## config.mk

```make
export PLATFORM = sky130hd
export DESIGN_NAME = sfs_supervisor
export DESIGN_NICKNAME = d
export VERILOG_FILES = /design/src/sfs_pkg.sv /design/src/sfs_supervisor.sv
export VERILOG_INCLUDE_DIRS = /design/src
export SDC_FILE = /design/constraint.sdc
export NUM_CORES = 1
export LEC_CHECK = 0
export ABC_CLOCK_PERIOD_IN_PS = 11900
export BUFFER_PORTS_ARGS = -buffer_cell sky130_fd_sc_hd__clkbuf_2
export CAP_MARGIN = 20
export CORE_MARGIN = 4
export CORE_UTILIZATION = 50
export DETAILED_ROUTE_END_ITERATION = 7
export PLACE_DENSITY = 0.75
export SYNTH_ARGS = -nofsm -noshare
export SYNTH_HDL_FRONTEND = slang
export SYNTH_SLANG_ARGS = --single-unit
```

## constraint.sdc

```tcl
create_clock -name pclk -period 11.9 [get_ports pclk]
set_input_delay 0.595 -clock pclk [delete_from_list [all_inputs] [get_ports pclk]]
set_output_delay 0.595 -clock pclk [all_outputs]
set_load 0.01 [all_outputs]
```

## src/sfs_consts.svh

```systemverilog
// Constants of the secondary fault supervisor
// Functional notes
// Open rectifier pin stops requests, restarts
// Grounded rectifier pin disables drive, check
// Valley gating on in DCM, off CCM
// Valley-only requests for 20 us
// Blank on-cycle detection about 1 us
// Constant power above knee, CV-CP-CC
// Power limit uses full-scale, not setting
// Cable drop 0-600 mV, linear load
// Voltage-only: overload timer 8-64 ms
// Overload expiry response, default ignore/8ms
// Undervoltage stays active in voltage-only
// Sink detect, reference from advertisement
// Marked cable detect, advertisement reference
// VCONN soft-start closes, faults open
// OV/UV response, UV time selectable
// Overvoltage qualified after 80 us
// Sense-short fault with frequency limit
// Surge fault at three times threshold
// Real output short always restarts
// Firmware ignores surge during start-up
// Bus switch open restores defaults, 5V
// Bus closed: fast sampling, bleeder off
// Fault detection raises controller interrupt
// Fault responses default to restart, except overload (ignore)
// Response settings act on next evaluation
`ifndef SFS_CONSTS_SVH
`define SFS_CONSTS_SVH
`define SFS_ADDR_CTRL 8'h00
`define SFS_ADDR_RESP 8'h04
`define SFS_ADDR_LVL 8'h08
`define SFS_ADDR_STAT 8'h0c
`define SFS_RESP_IGNORE 2'h0
`define SFS_RESP_RETRY 2'h1
`define SFS_RESP_SHUT 2'h2
`define SFS_CLK_MHZ 50
`define SFS_CLK_KHZ 50000
`define SFS_QR_WIN_US 20
`define SFS_BLANK_US 1
`define SFS_OV_DLY_US 80
`define SFS_SR_TEST_US 2
`define SFS_TMR_BASE_MS 8
`define SFS_SS_F0_KHZ 30
`define SFS_SS_F1_KHZ 40
`define SFS_SS_F2_KHZ 50
`define SFS_SS_F3_KHZ 60
`define SFS_CDC_STEP_MV 10'h032
`define SFS_CDC_MAX_CODE 4'hc
`define SFS_IFS 8'h80
`define SFS_IFS_SHIFT 7
`define SFS_VSET_5V 12'h1f4
`define SFS_KNEE_RST 12'hfff
`define SFS_CC_RST 8'h80
`define SFS_CTRL_RST 32'h0000_0000
`define SFS_RESP_RST 32'h0000_0115
`define SFS_NFLT 7
`endif

```

## src/sfs_pkg.sv

```systemverilog
// Types of the secondary fault supervisor
`default_nettype none
package sfs_pkg;
    typedef struct packed {
        logic [21:0] rsvd; // Reads zero
        logic ss_en; // Sense-short check on
        logic [1:0] advert; // Advertised current
        logic [3:0] cdc_code; // Cable drop steps
        logic cvo_en; // Voltage-only mode
        logic cp_en; // Constant power on
        logic bus_sw; // VBUS switch closed
    } sfs_ctrl_t;
    typedef struct packed {
        logic [16:0] rsvd; // Reads zero
        logic [1:0] ss_fsel; // Frequency limit
        logic [1:0] plt_sel; // Overload timer
        logic [1:0] uv_sel; // UV detection time
        logic surge_retry; // Surge restarts
        logic [1:0] ol_resp; // Overload response
        logic [1:0] ss_resp; // Sense-short response
        logic [1:0] uv_resp; // UV response
        logic [1:0] ov_resp; // OV response
    } sfs_resp_t;
    typedef struct packed {
        logic [11:0] knee; // Knee voltage, 10 mV
        logic [7:0] cc_set; // Current set point
        logic [11:0] vset; // Setpoint, 10 mV
    } sfs_lvl_t;
    typedef struct packed {
        logic sr_above_ref; // Pin load below 100 pF
        logic sr_grounded; // Pin tied low
        logic dcm; // Discontinuous conduction
        logic fwd_neg; // Forward pin low
        logic valley; // Valley window
        logic ov_cmp; // Output over threshold
        logic uv_cmp; // Output under threshold
        logic sense_low; // Sense below half scale
        logic sense_surge; // Sense above 3x
        logic out_short; // Output shorted
        logic cc_sink; // Sink comparator
        logic cc_emark; // Marker comparator
        logic cc_flip; // Sink on CC2
        logic vconn_oc; // VCONN overcurrent
        logic vconn_short; // VCONN short
    } sfs_pins_t;
    typedef enum logic [1:0] {SR_TEST, SR_RUN, SR_OFF, SR_OPEN} sfs_sr_t;
    typedef enum logic [1:0] {MODE_CV, MODE_CP, MODE_CC} sfs_mode_t;
    typedef struct packed {
        logic [15:0] rsvd; // Reads zero
        logic latched; // Shut down
        logic vc_on; // VCONN closed
        logic emark; // Marked cable
        logic sink; // Sink attached
        logic [1:0] mode; // Regulation region
        logic [1:0] sr_st; // Rectifier pin state
        logic [0:0] pad; // Reads zero
        logic [6:0] flt; // Sticky faults
    } sfs_stat_t;
endpackage : sfs_pkg
`default_nettype wire

```

## src/sfs_supervisor.sv

```systemverilog
// Secondary fault supervisor with APB register slave
//
// The implementer's own choices: register access over APB and the address map.
`timescale 1ns/100ps
`default_nettype none
`include "sfs_consts.svh"
module sfs_supervisor #(
    parameter int TMR_BASE_CYC = `SFS_TMR_BASE_MS * `SFS_CLK_MHZ * 1000
) (
    input wire logic pclk, // 50 MHz clock
    input wire logic presetn, // Async reset, low
    input wire logic ce, // Clock enable
    input wire logic psel, // APB select
    input wire logic penable, // APB enable
    input wire logic pwrite, // APB write
    input wire logic [7:0] paddr, // APB byte address
    input wire logic [31:0] pwdata, // APB write data
    output logic [31:0] prdata, // APB read data
    output logic pready, // APB ready
    output logic pslverr, // APB error
    input wire sfs_pkg::sfs_pins_t pins, // Async comparators
    input wire logic req_raise, // Loop wants a cycle
    input wire logic [7:0] iload, // Load current code
    input wire logic [11:0] vout, // Output voltage code
    output logic cycle_req, // Request to primary
    output logic sync_rectifier_drive, // Drive enable
    output logic vconn_cc1_en, // VCONN onto CC1
    output logic vconn_cc2_en, // VCONN onto CC2
    output logic [7:0] vconn_gate, // Soft-start level
    output logic retry_after_fault, // Restart pulse
    output logic permanent_shutdown, // Latched off
    output logic fault_irq, // Fault interrupt
    output logic sink_attached, // Sink present
    output logic emarker_seen, // Marked cable
    output logic [1:0] cc_ref_sel, // Comparator reference
    output logic bus_switch_en, // VBUS switch drive
    output logic fast_sample, // Fast ADC rate
    output logic bleeder_off, // Bleeder inhibit
    output logic [11:0] vout_setpoint, // Setpoint
    output logic [7:0] cc_limit, // Current limit
    output logic [1:0] reg_mode, // Regulation region
    output logic [9:0] cable_drop_comp // Offset, mV
);
    // Cycle counts derived from times
    localparam int QR_CYC = `SFS_QR_WIN_US * `SFS_CLK_MHZ;
    localparam int BLANK_CYC = `SFS_BLANK_US * `SFS_CLK_MHZ;
    localparam int OV_CYC = `SFS_OV_DLY_US * `SFS_CLK_MHZ;
    localparam int TEST_CYC = `SFS_SR_TEST_US * `SFS_CLK_MHZ;
    // Fault bit positions
    localparam int F_OV = 0;
    localparam int F_UV = 1;
    localparam int F_OL = 2;
    localparam int F_SS = 3;
    localparam int F_SG = 4;
    localparam int F_VC = 5;
    localparam int F_SR = 6;

    // Whole module state
    typedef struct packed {
        sfs_pkg::sfs_ctrl_t ctrl; // Control register
        sfs_pkg::sfs_resp_t rsp; // Response register
        sfs_pkg::sfs_lvl_t lvl; // Level register
        logic [`SFS_NFLT-1:0] flt; // Sticky faults
        sfs_pkg::sfs_pins_t sync1; // First stage
        sfs_pkg::sfs_pins_t sync2; // Second stage
        logic fwd_d; // Forward history
        logic dcm_d; // DCM history
        logic bus_d; // Switch history
        sfs_pkg::sfs_sr_t sr_st; // Rectifier pin state
        logic srd; // Rectifier drive out
        logic [7:0] sr_cnt; // Test time
        logic [10:0] qr_cnt; // Valley window
        logic [5:0] blank_cnt; // Blanking
        logic [11:0] per_cnt; // Cycle period
        logic [12:0] ov_cnt; // OV qualification
        logic [22:0] uv_cnt; // UV qualification
        logic [22:0] ol_cnt; // Overload timer
        logic [7:0] vc_ramp; // VCONN gate ramp
        logic vc1; // VCONN on CC1
        logic vc2; // VCONN on CC2
        logic sink; // Sink seen
        logic emark; // Marker seen
        logic cyc_req; // Request out
        logic restart; // Restart pulse
        logic latched; // Shut down
        logic irq; // Interrupt out
        sfs_pkg::sfs_mode_t mode; // Region
        logic [9:0] cdc; // Drop offset
        logic pready; // Bus ready
        logic pslverr; // Bus error
        logic [31:0] prdata; // Bus data
    } sfs_state_t;

    sfs_state_t s_reg; // Registered state
    sfs_state_t s_next; // Next state
    sfs_pkg::sfs_pins_t p; // Synchronised pins
    logic on_edge; // Primary on-cycle seen
    logic [`SFS_NFLT-1:0] ev; // Fault events
    logic [`SFS_NFLT-1:0] clr; // Software clears

    // Detection time for 8/16/32/64 ms options
    function automatic logic [22:0] tmr_lim(input logic [1:0] sel);
        tmr_lim = 23'(TMR_BASE_CYC) << sel;
    endfunction : tmr_lim

    // Period under which frequency is too high
    function automatic logic [11:0] per_lim(input logic [1:0] sel);
        case (sel)
            2'h0: per_lim = 12'(`SFS_CLK_KHZ / `SFS_SS_F0_KHZ);
            2'h1: per_lim = 12'(`SFS_CLK_KHZ / `SFS_SS_F1_KHZ);
            2'h2: per_lim = 12'(`SFS_CLK_KHZ / `SFS_SS_F2_KHZ);
            default: per_lim = 12'(`SFS_CLK_KHZ / `SFS_SS_F3_KHZ);
        endcase
    endfunction : per_lim

    // Offset grows linearly to full at full-scale current
    function automatic logic [9:0] cdc_mv(input logic [3:0] code,
                                          input logic [7:0] cur);
        logic [3:0] c;
        logic [7:0] i;
        logic [17:0] prod;
        c = (code > `SFS_CDC_MAX_CODE) ? `SFS_CDC_MAX_CODE : code;
        i = (cur > `SFS_IFS) ? `SFS_IFS : cur;
        prod = 18'(c) * 18'(`SFS_CDC_STEP_MV) * 18'(i);
        cdc_mv = 10'(prod >> `SFS_IFS_SHIFT);
    endfunction : cdc_mv

    // Reserved codes act as restart, the safe choice
    function automatic logic is_shut(input logic [1:0] r);
        is_shut = (r == `SFS_RESP_SHUT);
    endfunction : is_shut
    function automatic logic is_retry(input logic [1:0] r);
        is_retry = (r != `SFS_RESP_IGNORE) && (r != `SFS_RESP_SHUT);
    endfunction : is_retry

    // Next-state logic for the whole block
    always_comb begin
        logic [19:0] pwr;
        logic [19:0] knee_pwr;
        logic hit;
        logic [31:0] rd;
        pwr = 20'(iload) * 20'(vout);
        knee_pwr = 20'(s_reg.lvl.knee) * 20'(`SFS_IFS);
        hit = 1'b0;
        rd = 32'h0000_0000;
        s_next = s_reg;
        ev = '0;
        clr = '0;
        // Two-stage synchroniser
        s_next.sync1 = pins;
        s_next.sync2 = s_reg.sync1;
        p = s_reg.sync2;
        s_next.restart = 1'b0;
        s_next.fwd_d = p.fwd_neg;
        s_next.dcm_d = p.dcm;
        s_next.bus_d = s_reg.ctrl.bus_sw;
        // On-cycle detect, ringing blanked afterwards
        on_edge = p.fwd_neg && !s_reg.fwd_d && (s_reg.blank_cnt == '0);
        if (on_edge) begin
            s_next.blank_cnt = 6'(BLANK_CYC);
        end else if (s_reg.blank_cnt != '0) begin
            s_next.blank_cnt = s_reg.blank_cnt - 6'h01;
        end
        // Period between on-cycles, saturating
        if (on_edge) begin
            s_next.per_cnt = '0;
        end else if (s_reg.per_cnt != '1) begin
            s_next.per_cnt = s_reg.per_cnt + 12'h001;
        end
        // Rectifier pin test at start-up
        case (s_reg.sr_st)
            sfs_pkg::SR_TEST: begin
                s_next.sr_cnt = s_reg.sr_cnt + 8'h01;
                if (s_reg.sr_cnt == 8'(TEST_CYC)) begin
                    if (p.sr_grounded) begin
                        s_next.sr_st = sfs_pkg::SR_OFF;
                    end else if (p.sr_above_ref) begin
                        s_next.sr_st = sfs_pkg::SR_OPEN;
                        ev[F_SR] = 1'b1;
                        s_next.restart = 1'b1;
                    end else begin
                        s_next.sr_st = sfs_pkg::SR_RUN;
                    end
                end
            end
            sfs_pkg::SR_RUN: s_next.sr_st = sfs_pkg::SR_RUN;
            sfs_pkg::SR_OFF: s_next.sr_st = sfs_pkg::SR_OFF;
            sfs_pkg::SR_OPEN: s_next.sr_st = sfs_pkg::SR_OPEN;
            default: s_next.sr_st = sfs_pkg::SR_TEST;
        endcase
        s_next.srd = (s_next.sr_st == sfs_pkg::SR_RUN);
        // Valley window opens on entry to DCM
        if (!p.dcm) begin
            s_next.qr_cnt = '0;
        end else if (!s_reg.dcm_d) begin
            s_next.qr_cnt = 11'(QR_CYC);
        end else if (s_reg.qr_cnt != '0) begin
            s_next.qr_cnt = s_reg.qr_cnt - 11'h001;
        end
        // Requests only while valley or window over
        s_next.cyc_req = req_raise && !s_reg.latched
            && (s_reg.sr_st == sfs_pkg::SR_RUN || s_reg.sr_st == sfs_pkg::SR_OFF)
            && (s_reg.qr_cnt == '0 || p.valley);
        // Region: current limit first, then power knee
        if (!s_reg.ctrl.cvo_en && iload >= s_reg.lvl.cc_set) begin
            s_next.mode = sfs_pkg::MODE_CC;
        end else if (s_reg.ctrl.cp_en && vout > s_reg.lvl.knee
                     && pwr >= knee_pwr) begin
            s_next.mode = sfs_pkg::MODE_CP;
        end else begin
            s_next.mode = sfs_pkg::MODE_CV;
        end
        s_next.cdc = cdc_mv(s_reg.ctrl.cdc_code, iload);
        // Overvoltage qualification
        if (!p.ov_cmp) begin
            s_next.ov_cnt = '0;
        end else if (s_reg.ov_cnt != 13'(OV_CYC)) begin
            s_next.ov_cnt = s_reg.ov_cnt + 13'h0001;
            ev[F_OV] = (s_reg.ov_cnt == 13'(OV_CYC - 1));
        end
        // Undervoltage, active in every mode
        if (!p.uv_cmp) begin
            s_next.uv_cnt = '0;
        end else if (s_reg.uv_cnt != tmr_lim(s_reg.rsp.uv_sel)) begin
            s_next.uv_cnt = s_reg.uv_cnt + 23'h000001;
            ev[F_UV] = (s_reg.uv_cnt == tmr_lim(s_reg.rsp.uv_sel) - 23'h1);
        end
        // Peak load timer in voltage-only mode
        if (!(s_reg.ctrl.cvo_en && iload > s_reg.lvl.cc_set)) begin
            s_next.ol_cnt = '0;
        end else if (s_reg.ol_cnt != tmr_lim(s_reg.rsp.plt_sel)) begin
            s_next.ol_cnt = s_reg.ol_cnt + 23'h000001;
            ev[F_OL] = (s_reg.ol_cnt == tmr_lim(s_reg.rsp.plt_sel) - 23'h1);
        end
        // Sense short: low sense at high frequency
        ev[F_SS] = s_reg.ctrl.ss_en && on_edge && p.sense_low
            && (s_reg.per_cnt < per_lim(s_reg.rsp.ss_fsel));
        ev[F_SG] = (p.sense_surge && s_reg.rsp.surge_retry) || p.out_short;
        ev[F_VC] = (s_reg.vc1 || s_reg.vc2) && (p.vconn_oc || p.vconn_short);
        // Programmed responses, read at evaluation time
        if ((ev[F_OV] && is_retry(s_reg.rsp.ov_resp))
            || (ev[F_UV] && is_retry(s_reg.rsp.uv_resp))
            || (ev[F_OL] && is_retry(s_reg.rsp.ol_resp))
            || (ev[F_SS] && is_retry(s_reg.rsp.ss_resp))
            || ev[F_SG]) begin
            s_next.restart = 1'b1;
        end
        if ((ev[F_OV] && is_shut(s_reg.rsp.ov_resp))
            || (ev[F_UV] && is_shut(s_reg.rsp.uv_resp))
            || (ev[F_OL] && is_shut(s_reg.rsp.ol_resp))
            || (ev[F_SS] && is_shut(s_reg.rsp.ss_resp))) begin
            s_next.latched = 1'b1;
        end
        // Type-C comparators
        s_next.sink = p.cc_sink;
        s_next.emark = p.cc_emark;
        // VCONN with soft-started gate
        if (ev[F_VC] || !p.cc_emark || s_reg.flt[F_VC]) begin
            s_next.vc1 = 1'b0;
            s_next.vc2 = 1'b0;
            s_next.vc_ramp = '0;
        end else begin
            s_next.vc1 = !p.cc_flip;
            s_next.vc2 = p.cc_flip;
            if (s_reg.vc_ramp != '1) begin
                s_next.vc_ramp = s_reg.vc_ramp + 8'h01;
            end
        end
        // APB read decode
        case (paddr)
            `SFS_ADDR_CTRL: begin
                hit = 1'b1;
                rd = s_reg.ctrl;
            end
            `SFS_ADDR_RESP: begin
                hit = 1'b1;
                rd = s_reg.rsp;
            end
            `SFS_ADDR_LVL: begin
                hit = 1'b1;
                rd = s_reg.lvl;
            end
            `SFS_ADDR_STAT: begin
                hit = 1'b1;
                rd = sfs_pkg::sfs_stat_t'({16'h0000, s_reg.latched,
                    s_reg.vc1 | s_reg.vc2, s_reg.emark, s_reg.sink,
                    s_reg.mode, s_reg.sr_st, 1'b0, s_reg.flt});
            end
            default: hit = 1'b0;
        endcase
        // Three-cycle access: ready one cycle after enable
        s_next.pready = 1'b0;
        s_next.pslverr = 1'b0;
        if (psel && penable && !s_reg.pready) begin
            s_next.pready = 1'b1;
            s_next.pslverr = !hit;
            s_next.prdata = hit ? rd : 32'h0000_0000;
        end
        if (psel && penable && s_reg.pready && pwrite && hit) begin
            case (paddr)
                `SFS_ADDR_CTRL: s_next.ctrl = sfs_pkg::sfs_ctrl_t'(pwdata & 32'h0000_03ff);
                `SFS_ADDR_RESP: s_next.rsp = sfs_pkg::sfs_resp_t'(pwdata & 32'h0000_7fff);
                `SFS_ADDR_LVL: s_next.lvl = pwdata;
                default: clr = pwdata[`SFS_NFLT-1:0];
            endcase
        end
        // Opening the switch restores defaults
        if (s_reg.bus_d && !s_reg.ctrl.bus_sw) begin
            s_next.rsp = sfs_pkg::sfs_resp_t'(`SFS_RESP_RST);
            s_next.lvl.vset = `SFS_VSET_5V;
            s_next.lvl.knee = `SFS_KNEE_RST;
            s_next.lvl.cc_set = `SFS_CC_RST;
        end
        // Set wins over a simultaneous clear
        s_next.flt = (s_reg.flt & ~clr) | ev;
        s_next.irq = |s_next.flt;
    end

    // State register
    always_ff @(posedge pclk or negedge presetn) begin
        if (!presetn) begin
            s_reg <= '0;
            s_reg.rsp <= sfs_pkg::sfs_resp_t'(`SFS_RESP_RST);
            s_reg.lvl <= sfs_pkg::sfs_lvl_t'({`SFS_KNEE_RST, `SFS_CC_RST, `SFS_VSET_5V});
            s_reg.sr_st <= sfs_pkg::SR_TEST;
            s_reg.mode <= sfs_pkg::MODE_CV;
        end else if (ce) begin
            s_reg <= s_next;
        end
    end

    // Outputs straight from state
    assign prdata = s_reg.prdata;
    assign pready = s_reg.pready;
    assign pslverr = s_reg.pslverr;
    assign cycle_req = s_reg.cyc_req;
    assign sync_rectifier_drive = s_reg.srd;
    assign vconn_cc1_en = s_reg.vc1;
    assign vconn_cc2_en = s_reg.vc2;
    assign vconn_gate = s_reg.vc_ramp;
    assign retry_after_fault = s_reg.restart;
    assign permanent_shutdown = s_reg.latched;
    assign fault_irq = s_reg.irq;
    assign sink_attached = s_reg.sink;
    assign emarker_seen = s_reg.emark;
    assign cc_ref_sel = s_reg.ctrl.advert;
    assign bus_switch_en = s_reg.ctrl.bus_sw; // Firmware owns it after faults
    assign fast_sample = s_reg.ctrl.bus_sw;
    assign bleeder_off = s_reg.ctrl.bus_sw;
    assign vout_setpoint = s_reg.lvl.vset;
    assign cc_limit = s_reg.lvl.cc_set;
    assign reg_mode = s_reg.mode;
    assign cable_drop_comp = s_reg.cdc;
endmodule : sfs_supervisor
`default_nettype wire

```

After elaboration in Yosys (flattened, before gate mapping):

Cells that the tools add are included.

* output and inout port bits: 88
* logic and storage cells: 263
* bits of input ports: 82
* bits in registers: 275

* shifts and indexed selects: 2
* reductions and logical operators: 87
* order comparisons: 7
* add/sub/neg operators: 10
* multiplexer cells: 45
* multiply operators: 3
* bitwise gates (word level): 4
* equal/unequal tests: 30

Operator list (count)
* 64-bit 2-to-1 mux: 2
* 32-bit one-hot mux with 4 select lines: 1
* 32-bit 2-to-1 mux: 3
* 23-bit 2-to-1 mux: 4
* 23-bit by 1-bit adder with 23-bit output, second input constant: 2
* 23-bit == test: 2
* 23-bit != test: 2
* 19-bit by 2-bit << shifter with 23-bit output, first input constant: 2
* 23-bit by 1-bit subtractor with 23-bit output, second input constant: 2
* 34-bit 2-to-1 mux: 1
* 11-bit 2-to-1 mux: 3
* 11-bit one-hot mux with 3 select lines: 1
* 1-bit logical AND: 32
* 13-bit 2-to-1 mux: 2
* 12-bit 2-to-1 mux: 2
* 20-bit by 19-bit greater-or-equal comparator with 1-bit output: 1
* 8-bit by 12-bit multiplier with 20-bit output: 1
* 2-bit AND reduction: 10
* 2-bit nonzero test: 10
* 8-bit by 1-bit adder with 8-bit output, second input constant: 2
* 8-bit by 4-bit == test with 1-bit output, second input constant: 2
* 9-bit by 8-bit multiplier with 16-bit output: 1
* 8-bit 2-to-1 mux: 2
* 2-bit == test, second input constant: 7
* other kinds (44): 91

Logic depth before layout (Yosys ltp):

* depth after elaboration: 11
* gate-level depth with buffers: 25
* gate-level depth less buffers: 24

Least setup slack after synthesis:

No wires, ideal clock.

* path type: input port to flip-flop
* from: input iload[7]
* to: register s_reg, in the netlist reg_mode[0]
* setup slack: 5671 ps
* data required time: 11771 ps
* cell stages on the path: 25
* arrival: 6100 ps
* library setup time: 129 ps
* path buffers: 3
* cells stage by stage: buf_6 > clkbuf_1 > clkbuf_1 > nand2_1 > fa_1 > inv_1 > fa_1 > fa_1 > inv_1 > fa_1 > inv_1 > ha_1 > or2_2 > a21oi_1 > a211oi_1 > o31ai_1 > o21ai_0 > a21oi_1 > xnor2_1 > ha_1 > a21oi_1 > nor2b_1 > or4_1 > a21oi_1 > a22oi_1

* longest elaborated chain between the ends: 5
* elaborated cells on any way between the ends: 7
* those cells by class: mul: 1; order compare: 2; mux: 2; reduce/logical: 2

RTL lines
* start, declared: RTL line sfs_supervisor.sv:23 `input wire logic [7:0] iload,`
* 8-bit by 12-bit multiplier with 20-bit output: RTL line sfs_supervisor.sv:142 `pwr = 20'(iload) * 20'(vout);`
* 20-bit by 19-bit greater-or-equal comparator with 1-bit output: RTL line sfs_supervisor.sv:208 `&& pwr >= knee_pwr) begin`
* 1-bit logical AND: RTL line sfs_supervisor.sv:208
* 1-bit 2-to-1 mux: RTL line sfs_supervisor.sv:207 `end else if (s_reg.ctrl.cp_en && vout > s_reg.lvl.knee`
* 2-bit 2-to-1 mux *: RTL line sfs_supervisor.sv:205 `if (!s_reg.ctrl.cvo_en && iload >= s_reg.lvl.cc_set) begin`
* end signal, assigned: RTL line sfs_supervisor.sv:328 `s_reg <= s_next;`
* end, declared: RTL line sfs_supervisor.sv:94 `sfs_state_t s_reg;`

Every way passes the cells marked *; elsewhere a longest branch is shown, timed or not.
A chain may end at the register's enable or synchronous reset.

Final worst setup path:

* from: register s_reg[271] (netlist bit)
* to: register s_reg, in the netlist cable_drop_comp[8]

* longest elaborated chain between the ends: 4

RTL lines
* 4-bit > comparator (no line)
* 4-bit 2-to-1 mux *: RTL line sfs_supervisor.sv:122 `` c = (code > `SFS_CDC_MAX_CODE) ? `SFS_CDC_MAX_CODE : code; ``
* 4-bit by 5-bit multiplier with 9-bit output *: RTL line sfs_supervisor.sv:124 `` prod = 18'(c) * 18'(`SFS_CDC_STEP_MV) * 18'(i); ``
* 9-bit by 8-bit multiplier with 16-bit output *: RTL line sfs_supervisor.sv:124

Marks and branches as above.

==> flow_summary.yaml <==
synth:
  synth_area_leader_cell: "dfrtp_1"
  synth_common_cells: "235 x dfrtp_1, 208 x inv_1, 182 x nand2_1, 157 x ha_1, 118 x nor2_1"
  ys_seq_area_frac: 0.3269
  synth_seq_cells: 258
  syn_area_sq_um: 19840
  yosysTopAreaCellShare: 0.2964
  avgSynthCellArea_sq_um: 9.529
  ys_types: 86
  synth-main-ff-cell: "dfrtp_1"
  synth_edf_count: 0
  synth_fp_nets: 2422
  yosysWarnings: 0
  post-synth-top-count-cell: "dfrtp_1"
  synthTopCellsByArea: "dfrtp_1 30%, fa_1 10%, ha_1 9.9%"
  async_reset_ff_frac: 1.000
  netlist_instances: 2082
clocking:
  cts_hold_buf: 0
  path_clk_slew_ns: 0.06
  cts.root.buffer_cell: "clkbuf_16"
  clock_latency_ns: 0.58
  cts_setup_buffers: 0
  cts_buffers: 31
  cts.sink_count: 258
  post_cts_resized: 0
  htreeDepth: 1
  clockBufferDepth: 3
  cts_tree: "done"
global_route:
  antenna_found_initial: 9
  grt_max_degree: 161
  use_met2: 0.3764
  grtUsageTotal: 0.2293
  top_usage_layer: "met2"
  grt_use_met1: 0.3018
  grt_pass1_wl_mm: 81.95
  grt_pass1_vias: 15680
  overflow: 0
  grt_use_met3: 0.05038
worst_setup_path:
  cp_data_arrival_time_ns: 7.14
  ff2ff_setup_slack_ns: 5.23
  required_ns: 12.37
  cp_max_fo: 7
  endpoint_kind: "flop"
  crit_type: "reg -> reg"
  reg2reg_depth: 24
  crit_path_start_kind: "flop"
  r2r_start: "s_reg[271]$_DFFE_PN0P_"
  worstReg2RegEnd: "cable_drop_comp[8]$_DFFE_PN0P_"
min_path:
  holdCritPathClass: "in -> async"
detailed_routing:
  drt_iter0_drc: 1178
  first_pass_iters: 5
  routedWlPerCell_um: 18.56
  drcViolationCount: 0
  ant_nets: 0
  drt_wl_total_mm: 49.87
  via_per_inst: 5.723
  vias: 15380
die:
  fp.dieH_um: 207.2
  ioPinCount: 170
  num_rows: 72
  die_width_um: 207.2
  die_area_sq_um: 42930
  core-area_sq_um: 38920
  start_util: 0.5098
outcome:
  status: "finished clean"
timing:
  slew_headroom: 0.3719
  finalCritPeriodShare: 0.5602
  slew_viol_final: 0
  skew_ns: 0.02075
  setup-tns-final_ns: 0
  rsz0062_at_grt: "false"
  timing_worst_slew_pin_value_ns: 0.9421
  finalHoldViolCount: 0
  fin_crit_ns: 6.667
  setup_viol: 0
  fmax_mhz: 150.0
cells_and_area:
  final_core_util: 0.5562
  multi_input_area_sq_um: 11670
  regArea_sq_um: 6485
  drive_gt1_frac: 0.1625
  nets: 2482
  area_growth_pct: 9.107
  instances_no_fill: 2687
  largest_reg_flops: 142
  fillerInstances: 3465
placed_design:
  dp.cells: 2625
  dpl.hpwl_mm: 37.73
  place_congestion: 0.9298
  io_buffers: 169
power_and_ir_drop:
  vdd_drop_max_mv: 0.1518
  p_leak_nw: 10.46
  p_total_w: 0.002939
  power.density_nw_per_um2: 135.8
job:
  drv_cap: 0
-- worst max-delay path, stage by stage, from the launching register on --
cell     delay [ns]
dfrtp_1        0.43
ha_1           0.30
o21ai_0        0.13
and2_1         0.27
inv_1          0.12
ha_1           0.31
inv_1          0.06
fa_1           0.48
xnor2_1        0.43
nand2_1        0.13
fa_1           0.51
inv_1          0.05
fa_1           0.48
inv_1          0.06
fa_1           0.52
inv_1          0.05
fa_1           0.47
ha_1           0.35
or2_2          0.28
a21oi_1        0.17
a31oi_2        0.08
a41o_1         0.32
o21a_2         0.22
o21a_1         0.17
o31ai_2        0.17
-- through the flow --
step	hold WS, ns	cell area (sq um)	setup slack (ns)
floorplan	0.2994	19840	5.671
global placement	0.4590	20510	5.342
detailed placement	0.4695	20510	5.183
CTS	0.07689	21600	5.248
global route	0.1155	21640	4.904
finish	0.05779	21650	5.233
-- how the worst max path moves through the flow --
| stage | from | end | slack, ns |
|---|---|---|---|
| 3_5_place_dp | iload[7] | reg_mode[0]$_DFFE_PN0P_ | 5.18 |
| 5_1_grt | s_reg[271]$_DFFE_PN0P_ | cable_drop_comp[8]$_DFFE_PN0P_ | 4.90 |
| 4_1_cts | s_reg[271]$_DFFE_PN0P_ | cable_drop_comp[8]$_DFFE_PN0P_ | 5.25 |
| 2_1_floorplan | iload[7] | reg_mode[0]$_DFFE_PN0P_ | 5.67 |
| 6_report | s_reg[271]$_DFFE_PN0P_ | cable_drop_comp[8]$_DFFE_PN0P_ | 5.23 |
| 3_3_place_gp | iload[7] | reg_mode[0]$_DFFE_PN0P_ | 5.34 |
-- placed cells by master (no fill, tap or decap), drive strengths merged, types with 34 or more instances in the layout --
cell type,Yosys,final
nor2,118,118
and2,96,96
mux2,55,55
fa,101,101
xnor2,55,55
o21ai,100,100
inv,208,210
nand2b,41,41
a21oi,82,82
ha,157,157
nand3,49,49
a22o,34,34
nand2,184,184
xor2,37,37
dfrtp,235,235
clkbuf,49,210
-- power by group --
group | internal [W] | switching [W]
combinational | 0.000387 | 0.000522
sequential | 0.000952 | 0.0000816
clock | 0.000611 | 0.000386
-- per-layer routing --
| layer | vias up | routed length (um) |
|---|---|---|
| met2 | 487 | 23770 |
| li1 | 7169 | - |
| met5 | - | 70 |
| met4 | 12 | 1849 |
| met1 | 7602 | 20740 |
| met3 | 108 | 3448 |
-- logic make-up (layout without fill, tap and decap cells) --
| family | after synthesis | count (layout) | share of synthesized area |
|---|---|---|---|
| fa+ha+maj | 258 | 258 | 0.2009 |
| buf+inv | 360 | 444 | 0.08495 |
| compound gates | 341 | 341 | 0.1147 |
| xor+xnor | 92 | 92 | 0.04062 |
| mux | 76 | 76 | 0.04749 |
| simple gates | 697 | 697 | 0.1845 |
| other cells | 0 | 3 | 0 |
| flops | 258 | 258 | 0.3269 |
-- cell type report --
class | count | area share
diodes | 3 | 0.0003468
clock buffers | 43 | 0.04116
clock inverters | 14 | 0.009364
inverters | 209 | 0.03624
multi-input cells | 1464 | 0.5391
flip-flops and latches | 258 | 0.2996
well taps | 518 | 0.02994
repair buffers | 178 | 0.04428
(Power assumes the default switching activity.)
